[src/verilog/hvft_defines.svh]
`ifndef HVFT_DEFINES_SVH
`define HVFT_DEFINES_SVH

// ********************************************************
// register indices (byte address is four times the index)
// ********************************************************
`define HVFT_IDX_STATUS_LO     10'h036
`define HVFT_IDX_STATUS_HI     10'h046
`define HVFT_IDX_SHORT_SEL     10'h049
`define HVFT_IDX_OPEN_SEL      10'h04A
`define HVFT_IDX_HS_FORCE_OFF  10'h071
`define HVFT_IDX_LS_FORCE_OFF  10'h072
`define HVFT_IDX_NV_UNLOCK     10'h07E

// ********************************************************
// field layout and reset values
// ********************************************************
`define HVFT_SEL_W             2
`define HVFT_NPINS             8
`define HVFT_NV_UNLOCK_KEY     8'hA5
`define HVFT_RST_SHORT_SEL     8'h00
`define HVFT_RST_OPEN_SEL      8'h00
`define HVFT_RST_FORCE_OFF     8'h00

// ********************************************************
// driver status codes
// ********************************************************
`define HVFT_ST_OK             2'h0
`define HVFT_ST_OPEN           2'h1
`define HVFT_ST_SHORT          2'h2
`define HVFT_ST_OFF            2'h3

`endif

[src/verilog/hvft_pkg.sv]
package hvft_pkg;

    // ********************************************************
    // shared types
    // ********************************************************
    typedef logic [7:0]  hvft_byte_t;   // one register value
    typedef logic [1:0]  hvft_stat_t;   // per-pin driver status
    typedef logic [9:0]  hvft_idx_t;    // register word index

    // bus slave phase tracking, one-hot
    typedef enum logic [2:0] {
        HVFT_IDLE  = 3'h1,
        HVFT_WRITE = 3'h2,
        HVFT_READ  = 3'h4
    } hvft_phase_e;

endpackage

[src/verilog/hvft_regs.sv]
// Added by the designer: the AHB-Lite slave port.
`timescale 1ns/1ps
`include "hvft_defines.svh"

// How it works
// - short threshold selectors, pins 8..5, rw
// - open-load threshold selectors, pins 8..5, rw
// - high-side force-off bit n-1 for pin n
// - force-off one keeps high side off
// - force-off zero follows pin control; preset zero
// - override registers non-volatile, writes need unlock
// - status: ok, open, short, off codes
module hvft_regs
    import hvft_pkg::*;
(
    input  wire logic        i_clock,
    input  wire logic        i_rstn,
    // ahb-lite slave
    input  wire logic        i_hsel,
    input  wire logic [31:0] i_haddr,
    input  wire logic [1:0]  i_htrans,
    input  wire logic        i_hwrite,
    input  wire logic [2:0]  i_hsize,
    input  wire logic [31:0] i_hwdata,
    input  wire logic        i_hready,
    output logic      [31:0] o_hrdata,
    output logic             o_hreadyout,
    output logic             o_hresp,
    // per-pin driver requests from the pin control registers
    input  wire logic [7:0]  i_hs_request,
    input  wire logic [7:0]  i_ls_request,
    // analog comparator flags, asynchronous
    input  wire logic [7:0]  i_short_detect,
    input  wire logic [7:0]  i_open_detect,
    // non-volatile image of the override registers
    input  wire logic [7:0]  i_nv_hs_image,
    input  wire logic [7:0]  i_nv_ls_image,
    output logic             o_nv_write,
    output logic             o_nv_write_ls,
    output logic      [7:0]  o_nv_write_data,
    // driver enables and threshold selects toward the pins
    output logic      [7:0]  o_hs_enable,
    output logic      [7:0]  o_ls_enable,
    output logic      [7:0]  o_short_detect_current_level,
    output logic      [7:0]  o_open_detect_current_level
);

    // ********************************************************
    // state
    // ********************************************************
    typedef struct packed {
        hvft_phase_e phase;      // data phase in progress
        hvft_idx_t   idx;        // latched register index
        logic        hit;        // latched address was in range
        logic [31:0] hrdata;     // read data
        logic        hready;     // registered ready
        logic        nv_loaded;  // image taken after reset
        logic        unlock;     // restricted write access open
        hvft_byte_t  short_sel;  // short thresholds
        hvft_byte_t  open_sel;   // open-load thresholds
        hvft_byte_t  hs_force;   // high-side force-off
        hvft_byte_t  ls_force;   // low-side force-off
        hvft_byte_t  sc_level;   // threshold select to analog
        hvft_byte_t  ol_level;   // threshold select to analog
        hvft_byte_t  hs_en;      // high-side enables
        hvft_byte_t  ls_en;      // low-side enables
        logic        nv_wr;      // nv programming pulse
        logic        nv_wr_ls;   // which register is programmed
        hvft_byte_t  nv_data;    // value to program
    } hvft_regs_s;

    hvft_regs_s r_q;
    hvft_regs_s r_d;

    hvft_stat_t [7:0] pin_status;  // from per-pin evaluators

    // upper address bits must be zero for a register hit
    function automatic logic in_range(input logic [31:0] addr);
        in_range = (addr[31:12] == 20'h00000);
    endfunction

    // readback mux, unmapped indices read as zero
    function automatic logic [31:0] read_mux(input hvft_idx_t idx,
                                             input hvft_regs_s r,
                                             input hvft_stat_t [7:0] s);
        read_mux = 32'h00000000;
        case (idx)
            `HVFT_IDX_STATUS_LO:
                read_mux = {24'h000000, s[3], s[2], s[1], s[0]};
            `HVFT_IDX_STATUS_HI:
                read_mux = {24'h000000, s[7], s[6], s[5], s[4]};
            `HVFT_IDX_SHORT_SEL:
                read_mux = {24'h000000, r.short_sel};
            `HVFT_IDX_OPEN_SEL:
                read_mux = {24'h000000, r.open_sel};
            `HVFT_IDX_HS_FORCE_OFF:
                read_mux = {24'h000000, r.hs_force};
            `HVFT_IDX_LS_FORCE_OFF:
                read_mux = {24'h000000, r.ls_force};
            `HVFT_IDX_NV_UNLOCK:
                read_mux = {31'h00000000, r.unlock};
            default:
                read_mux = 32'h00000000;                // unmapped
        endcase
    endfunction

    // ********************************************************
    // next state
    // ********************************************************
    always_comb begin
        r_d        = r_q;
        r_d.nv_wr  = 1'b0;
        r_d.hready = 1'b1;

        // first cycle after reset: adopt the stored override image,
        // so settings survive a power cycle
        if (!r_q.nv_loaded) begin
            r_d.nv_loaded = 1'b1;
            r_d.hs_force  = i_nv_hs_image;
            r_d.ls_force  = i_nv_ls_image;
        end

        // data phase work
        case (r_q.phase)
            HVFT_WRITE: begin
                r_d.phase = HVFT_IDLE;
                if (r_q.hit) begin
                    case (r_q.idx)
                        `HVFT_IDX_SHORT_SEL:
                            r_d.short_sel = i_hwdata[7:0];
                        `HVFT_IDX_OPEN_SEL:
                            r_d.open_sel = i_hwdata[7:0];
                        `HVFT_IDX_HS_FORCE_OFF: begin
                            // locked writes are dropped silently
                            if (r_q.unlock) begin
                                r_d.hs_force = i_hwdata[7:0];
                                r_d.nv_wr    = 1'b1;
                                r_d.nv_wr_ls = 1'b0;
                                r_d.nv_data  = i_hwdata[7:0];
                            end
                        end
                        `HVFT_IDX_LS_FORCE_OFF: begin
                            if (r_q.unlock) begin
                                r_d.ls_force = i_hwdata[7:0];
                                r_d.nv_wr    = 1'b1;
                                r_d.nv_wr_ls = 1'b1;
                                r_d.nv_data  = i_hwdata[7:0];
                            end
                        end
                        `HVFT_IDX_NV_UNLOCK:
                            r_d.unlock =
                                (i_hwdata[7:0] == `HVFT_NV_UNLOCK_KEY);
                        default: begin
                            // unmapped: ignored, still okay
                        end
                    endcase
                end
            end
            HVFT_READ: begin
                // one wait state so a read after a write sees it
                r_d.phase  = HVFT_IDLE;
                r_d.hrdata = r_q.hit ? read_mux(r_q.idx, r_q, pin_status)
                                     : 32'h00000000;
            end
            default: begin
                r_d.phase = HVFT_IDLE;
            end
        endcase

        // address phase accepted only while the bus is ready
        if (i_hsel && i_htrans[1] && i_hready) begin
            r_d.idx = i_haddr[11:2];
            r_d.hit = in_range(i_haddr);
            if (i_hwrite) begin
                r_d.phase = HVFT_WRITE;
            end else begin
                r_d.phase  = HVFT_READ;
                r_d.hready = 1'b0;
            end
        end

        // thresholds reach the comparators one cycle after commit
        r_d.sc_level = r_q.short_sel;
        r_d.ol_level = r_q.open_sel;

        // force-off overrides the pin's own request; the value being
        // committed is used, so no enable slips out on the cycle the
        // stored image is adopted after reset
        r_d.hs_en = i_hs_request & ~r_d.hs_force;
        r_d.ls_en = i_ls_request & ~r_d.ls_force;
    end

    // ********************************************************
    // registers, synchronous reset
    // ********************************************************
    always_ff @(posedge i_clock) begin
        if (!i_rstn) begin
            r_q           <= '0;
            r_q.phase     <= HVFT_IDLE;
            r_q.hready    <= 1'b1;
            r_q.short_sel <= `HVFT_RST_SHORT_SEL;
            r_q.open_sel  <= `HVFT_RST_OPEN_SEL;
            r_q.hs_force  <= `HVFT_RST_FORCE_OFF;
            r_q.ls_force  <= `HVFT_RST_FORCE_OFF;
        end else begin
            r_q <= r_d;
        end
    end

    // ********************************************************
    // per-pin status evaluation
    // ********************************************************
    genvar p;
    generate
        for (p = 0; p < `HVFT_NPINS; p = p + 1) begin : g_pin
            hvft_pin_status u_stat (
                .i_clock     (i_clock),
                .i_rstn      (i_rstn),
                .i_short_raw (i_short_detect[p]),
                .i_open_raw  (i_open_detect[p]),
                .i_driver_on (r_q.hs_en[p] | r_q.ls_en[p]),
                .o_status    (pin_status[p])
            );
        end
    endgenerate

    // ********************************************************
    // outputs, all straight from flops except o_hresp, tied low
    // ********************************************************
    assign o_hrdata                     = r_q.hrdata;
    assign o_hreadyout                  = r_q.hready;
    assign o_hresp                      = 1'b0;
    assign o_nv_write                   = r_q.nv_wr;
    assign o_nv_write_ls                = r_q.nv_wr_ls;
    assign o_nv_write_data              = r_q.nv_data;
    assign o_hs_enable                  = r_q.hs_en;
    assign o_ls_enable                  = r_q.ls_en;
    assign o_short_detect_current_level = r_q.sc_level;
    assign o_open_detect_current_level  = r_q.ol_level;

endmodule

[src/verilog/hvft_pin_status.sv]
`timescale 1ns/1ps
`include "hvft_defines.svh"

// one pin: synchronise comparator flags and encode driver status
module hvft_pin_status
    import hvft_pkg::*;
(
    input  wire logic       i_clock,
    input  wire logic       i_rstn,
    input  wire logic       i_short_raw,
    input  wire logic       i_open_raw,
    input  wire logic       i_driver_on,
    output hvft_stat_t      o_status
);

    // ********************************************************
    // state
    // ********************************************************
    typedef struct packed {
        logic       sc_meta;    // first sync stage, short flag
        logic       sc;         // second sync stage, short flag
        logic       ol_meta;    // first sync stage, open flag
        logic       ol;         // second sync stage, open flag
        hvft_stat_t status;     // encoded status
    } hvft_pin_s;

    hvft_pin_s st_q;
    hvft_pin_s st_d;

    // short outranks open: a shorted load also draws no open current
    always_comb begin
        st_d         = st_q;
        st_d.sc_meta = i_short_raw;
        st_d.sc      = st_q.sc_meta;
        st_d.ol_meta = i_open_raw;
        st_d.ol      = st_q.ol_meta;
        if (!i_driver_on) begin
            st_d.status = `HVFT_ST_OFF;
        end else if (st_q.sc) begin
            st_d.status = `HVFT_ST_SHORT;
        end else if (st_q.ol) begin
            st_d.status = `HVFT_ST_OPEN;
        end else begin
            st_d.status = `HVFT_ST_OK;
        end
    end

    // synchronous reset, driver reported off until first evaluation
    always_ff @(posedge i_clock) begin
        if (!i_rstn) begin
            st_q        <= '0;
            st_q.status <= `HVFT_ST_OFF;
        end else begin
            st_q <= st_d;
        end
    end

    assign o_status = st_q.status;

endmodule

[config.mk]
export PLATFORM = sky130hd
export DESIGN_NAME = hvft_regs
export DESIGN_NICKNAME = d
export VERILOG_FILES = /design/src/verilog/hvft_pkg.sv /design/src/verilog/hvft_regs.sv /design/src/verilog/hvft_pin_status.sv
export VERILOG_INCLUDE_DIRS = /design/src /design/src/verilog
export SDC_FILE = /design/constraint.sdc
export NUM_CORES = 1
export LEC_CHECK = 0
export BUFFER_PORTS_ARGS = -buffer_cell sky130_fd_sc_hd__clkbuf_2
export CAP_MARGIN = 0
export CORE_ASPECT_RATIO = 0.75
export CORE_UTILIZATION = 54
export CTS_CLUSTER_SIZE = 28
export DETAILED_ROUTE_END_ITERATION = 7
export MAX_ROUTING_LAYER = met4
export PLACE_DENSITY_LB_ADDON = 0.05
export SETUP_SLACK_MARGIN = 0.4
export SLEW_MARGIN = 10
export SYNTH_ARGS = -nofsm -noshare
export SYNTH_HDL_FRONTEND = slang
export SYNTH_HIERARCHICAL = 1
export SYNTH_SLANG_ARGS = --single-unit
[constraint.sdc]
create_clock -name i_clock -period 2.6 [get_ports i_clock]
set_input_delay 0.26 -clock i_clock [delete_from_list [all_inputs] [get_ports i_clock]]
set_output_delay 0.26 -clock i_clock [all_outputs]
set_load 0.01 [all_outputs]
Word-level counts from Yosys, hierarchy flattened:

Cells that the tools add are included.
W data, S select, Z words.

* eq/ne operators: 12
* mux-type cells: 36
* bitwise logic cells: 21
* reductions and logical operators: 26

Operators with widths (count)
* $mux W76: 1
* $mux W33: 2
* $eq A10 B7 Y1 const B: 6
* $pmux W8 S7: 1
* $mux W8: 6
* $mux W10: 4
* $mux W32: 1
* $reduce_or A3 Y1: 8
* $logic_not A20 Y1: 1
* $pmux W10 S2: 1
* $mux W1: 18
* $reduce_and A2 Y1: 9
* $and A8 B8 Y8: 2
* $mux W16: 1
* $not A8 Y8: 2
* $reduce_and A3 Y1: 4
* $eq A10 B6 Y1 const B: 1
* $not A1 Y1: 9
* $eq A8 B8 Y1 const B: 1
* $or A1 B1 Y1: 8
* $reduce_and A5 Y1: 1
* $ne A2 B2 Y1 const B: 2
* $eq A3 B2 Y1 const B: 1
* $eq A3 B3 Y1 const B: 1
* 3 further kinds: 4

* register bits after elaboration: 171
* input bits: 122
* output and inout port bits: 76
* word-level logic and storage cells: 161

Longest topological paths before layout:

* depth in word-level cells: 8
* mapped depth: 9
* depth with buffers taken out: 5

Cells and area by module:

The synthesis kept the hierarchy.

Modules (own cells, without submodules)
* hvft_regs: times used 1, cells an instance 531, area an instance 4579.4 um^2
* hvft_pin_status: times used 8, cells an instance 15, area an instance 178.9 um^2

Least setup slack after synthesis:

No wires, ideal clock.

* path kind: reg2reg
* start: register r_q[116] in the netlist's numbering
* end: register r_q, in the netlist o_nv_write_data[0]
* library setup time: 0.132 ns
* arrival time: 1.544 ns
* data required time: 2.468 ns
* setup slack: 0.923 ns
* cell stages (with the launch flop): 10
* cell sequence: dfxtp_1 > and4b_1 > buf_4 > nand4_2 > buf_6 > or2_1 > buf_6 > buf_2 > nand3_1 > a21oi_1

* longest elaborated chain between the ends: 3
* elaborated cells on any way between the ends: 7

Ends and longest elaborated chain
* start, declared: line hvft_regs.sv:72 `hvft_regs_s r_q;`
* start signal, assigned: line hvft_regs.sv:206 `r_q <= r_d;`
* $eq A10 B7 Y1: line hvft_regs.sv:128 `case (r_q.idx)`
* $ne A2 B2 Y1 (no source line) or $reduce_bool A2 Y1 (tied branches)
* $reduce_and A5 Y1 (no source line)

Parallel ways exist; a longest one is shown, timed or not.
A chain may end at the register's enable or synchronous reset.

Worst setup path in the final report:

* start: register r_q[116] in the netlist's numbering
* end: register r_q, in the netlist o_nv_write_data[6]

Same word-level chain as after synthesis.

==> flow_summary.yaml <==
detailed_routing:
  drc: 0
  drt-pass1-iter-count: 5
  ant_nets: 0
  via_per_inst: 5.26
  vias: 4643
  wirelength_um: 15000
  first_iter_violations: 333
  avgRoutedWirePerCell_um: 17.0
setup_path:
  max_stage_delay_ns: 0.49
  rr_worst_depth: 6
  path_max_fanout: 8
  worstSetupEndpointType: "flop"
  r2r_slack_ns: 0.55
  cp.required_ns: 2.95
  arrival_ns: 2.40
  crit_type: "flop to flop"
  cpMostUsedCell: "a21oi_1"
  start_kind: "flop"
  crit_chain: "and4b_1, nand4_2, buf_4, a21oi_1, nand2_1, a21oi_1"
  crit_slowest_cell: "a21oi_1"
synth:
  yosysTopAreaCell: "dfxtp_1"
  synth_area_per_cell_um2: 9.23
  synth_cells: 651
  synth_area_um2: 6010
  ys_seq_area_frac: 0.490
  synth.ff_latch_count: 147
  yosys_warnings: 6
  synthTopCellsByArea: "dfxtp_1 (49%), buf_4 (11%), and2_1 (5.5%)"
  synth.distinct_cells: 44
  synth_top_area_frac: 0.490
clocking:
  htreeDepth: 4
  root_buffer: "clkbuf_16"
  clockBufferDepth: 2
  clock-sinks: 147
  cts_tree: "built"
  clkTransAtPathRegs_ns: 0.07
  hold_buffers: 0
  numCtsBuffers: 17
  cts_setup_buffers: 0
  clkLatencyLatePin_ns: 0.42
  cts-resized-gates: 1
pwr:
  cellLeakagePower_nw: 3.04
  p_per_area_nw_per_um2: 758
  irDropWorstVdd_uv: 469
global_route:
  antenna_found_initial: 0
  grt_max_degree: 61
  grt_pass1_wl_um: 22800
  grt_pass1_vias: 4248
  gr-usage-all-layers: 0.280
  gr-total-overflow: 0
timing:
  worstMarginPinSlew_ns: 0.619
  rsz0062_at_grt: "false"
  finalSetupTns_ns: 0
  max_freq_mhz: 488
  timing.final.crit_share: 0.789
  final-hold-violation-count: 0
  setup_ws_ns: 0.550
  setup_viol: 0
  slew_headroom: 0.588
  period_needed_ns: 2.05
  slew_viol_final: 0
  skew_ns: 0.0102
cells_and_area:
  drive_gt1_frac: 0.282
  multi_input_area_um2: 2320
  num-fill-cells: 890
  n_antenna_cell: 0
  fin_nets: 855
  post-route-util: 0.657
  final_cell_area_um2: 6950
  syn2layout_area_growth_pct: 15.6
  final_cells: 882
  regArea_um2: 2940
status:
  status: "finished, final reports clean"
worst_hold_path:
  hold_depth: 2
  hold_path_class: "input pin to flop"
floorplan:
  rows: 32
  fp.dieArea_um2: 11600
  initial_core_util: 0.569
  fp.dieW_um: 124
  die_y_um: 93.4
  ioPinCount: 198
  core-area_um2: 10600
placed_design:
  dp.cells: 850
  post-place-ws_ns: 0.426
  placed_cell_area_um2: 6300
  io_buffers: 142
  place_congestion: 0.902
  post-dp-hpwl_um: 11400
flow_run:
  cap_violations: 0
path summary, 6_finish.rpt:
kind | start | end
setup / recovery | r_q[116] | o_nv_write_data[6]
hold / removal | i_open_detect[3] | g_pin[3].u_stat/st_d[2]
setup reg to reg | r_q[116] | o_nv_write_data[6]
hold reg to reg | g_pin[1].u_stat/st_d[4] | g_pin[1].u_stat/st_q[4]
metrics by stage:
step	power (mW)	hold slack (ns)
after floorplan	2.62	0.288
after global placement	2.71	0.415
after detailed placement	2.72	0.421
after CTS	5.30	0.0345
after global routing	5.44	0.0338
final	5.27	0.0436
critical path, delay by kind of cell (launching register included):
family	cells	cell delay, ns
compound gates	2	0.66
simple gates	3	0.71
flops	1	0.41
buf+inv	1	0.21
registers in the layout, summed over array words and instances (netlist names):
name,cells
g_pin.u_stat/st_q,16
o_nv_write,1
o_ls_enable,8
o_nv_write_data,8
o_open_detect_current_level,8
o_hreadyout,1
r_q,32
g_pin.u_stat/st_d,16
o_hs_enable,8
r_d,16
o_short_detect_current_level,8
g_pin.u_stat/o_status,16
o_nv_write_ls,1
o_hrdata,8
report_power, final:
| part | internal (mW) | switching (mW) |
|---|---|---|
| Sequential | 2.33 | 0.0398 |
| Combinational | 0.138 | 0.175 |
| Clock | 1.56 | 1.03 |
cell usage after synthesis, drive strengths merged:
master and instances:
dfxtp 147, buf 99, nand2 81, and2 53
a21oi 40, nor2 25, and3 22, o21ai 20
mux2i 18, clkbuf 17, inv 15, nand3 13
a22oi 12, nand3b 10, o211ai 9, or2 9
a22o 8, mux2 8, nor4 6, nor2b 5
a211oi 4, a221oi 4, nand2b 4, nand4 3
nor4b 3, o221ai 3, a32oi 2, a2111oi 1
and4b 1, and4bb 1, conb 1, nand4b 1
nor3 1, o22ai 1, o2bb2ai 1, o41ai 1
or3 1, or3b 1
cell families after synthesis:
| family | after synthesis | share of synthesized area |
|---|---|---|
| simple gates | 240 | 0.211 |
| flops | 147 | 0.490 |
| buf+inv | 131 | 0.143 |
| compound gates | 106 | 0.111 |
| mux | 26 | 0.0450 |
| other cells | 1 | 0.000624 |
area by class of cell:
| type | count | area share |
|---|---|---|
| Clock inverter | 15 | 0.0308 |
| Multi-Input combinational cell | 397 | 0.334 |
| Tap cell | 136 | 0.0245 |
| Inverter | 15 | 0.00810 |
| Clock buffer | 17 | 0.0612 |
| Timing Repair Buffer | 155 | 0.118 |
| Sequential cell | 147 | 0.423 |
cells in the final DEF (no fill, tap or decap), types with 2 or more instances in the layout:
cell       instances
clkinv_8           2
and2_1            53
nand2_1           81
bufinv_16          3
inv_6              5
nor2b_1            5
clkinv_4           2
clkbuf_2         142
nand2b_1           3
a221oi_1           4
mux2i_1           18
nor2_1            25
a21oi_1           40
buf_4             12
conb_1            25
and3_1            22
nor4_1             6
nand3b_1          10
clkbuf_16         17
nand4_1            2
o21ai_0           19
a211oi_1           4
mux2_2             8
inv_1             15
a22oi_1           12
o221ai_1           3
inv_8              2
a32oi_1            2
a22o_1             8
dfxtp_1          147
o211ai_1           9
or2_2              8
nand3_1           13
layer usage:
metal,part of all wire,vias to the layer above,global-route usage
li1,-,2259,-
met1,0.48,2184,0.388
met3,0.066,11,0.0530
met4,0.0063,0,0.0753
met2,0.45,189,0.417
met5,0,-,-
Power figures use the tool's default switching activity.
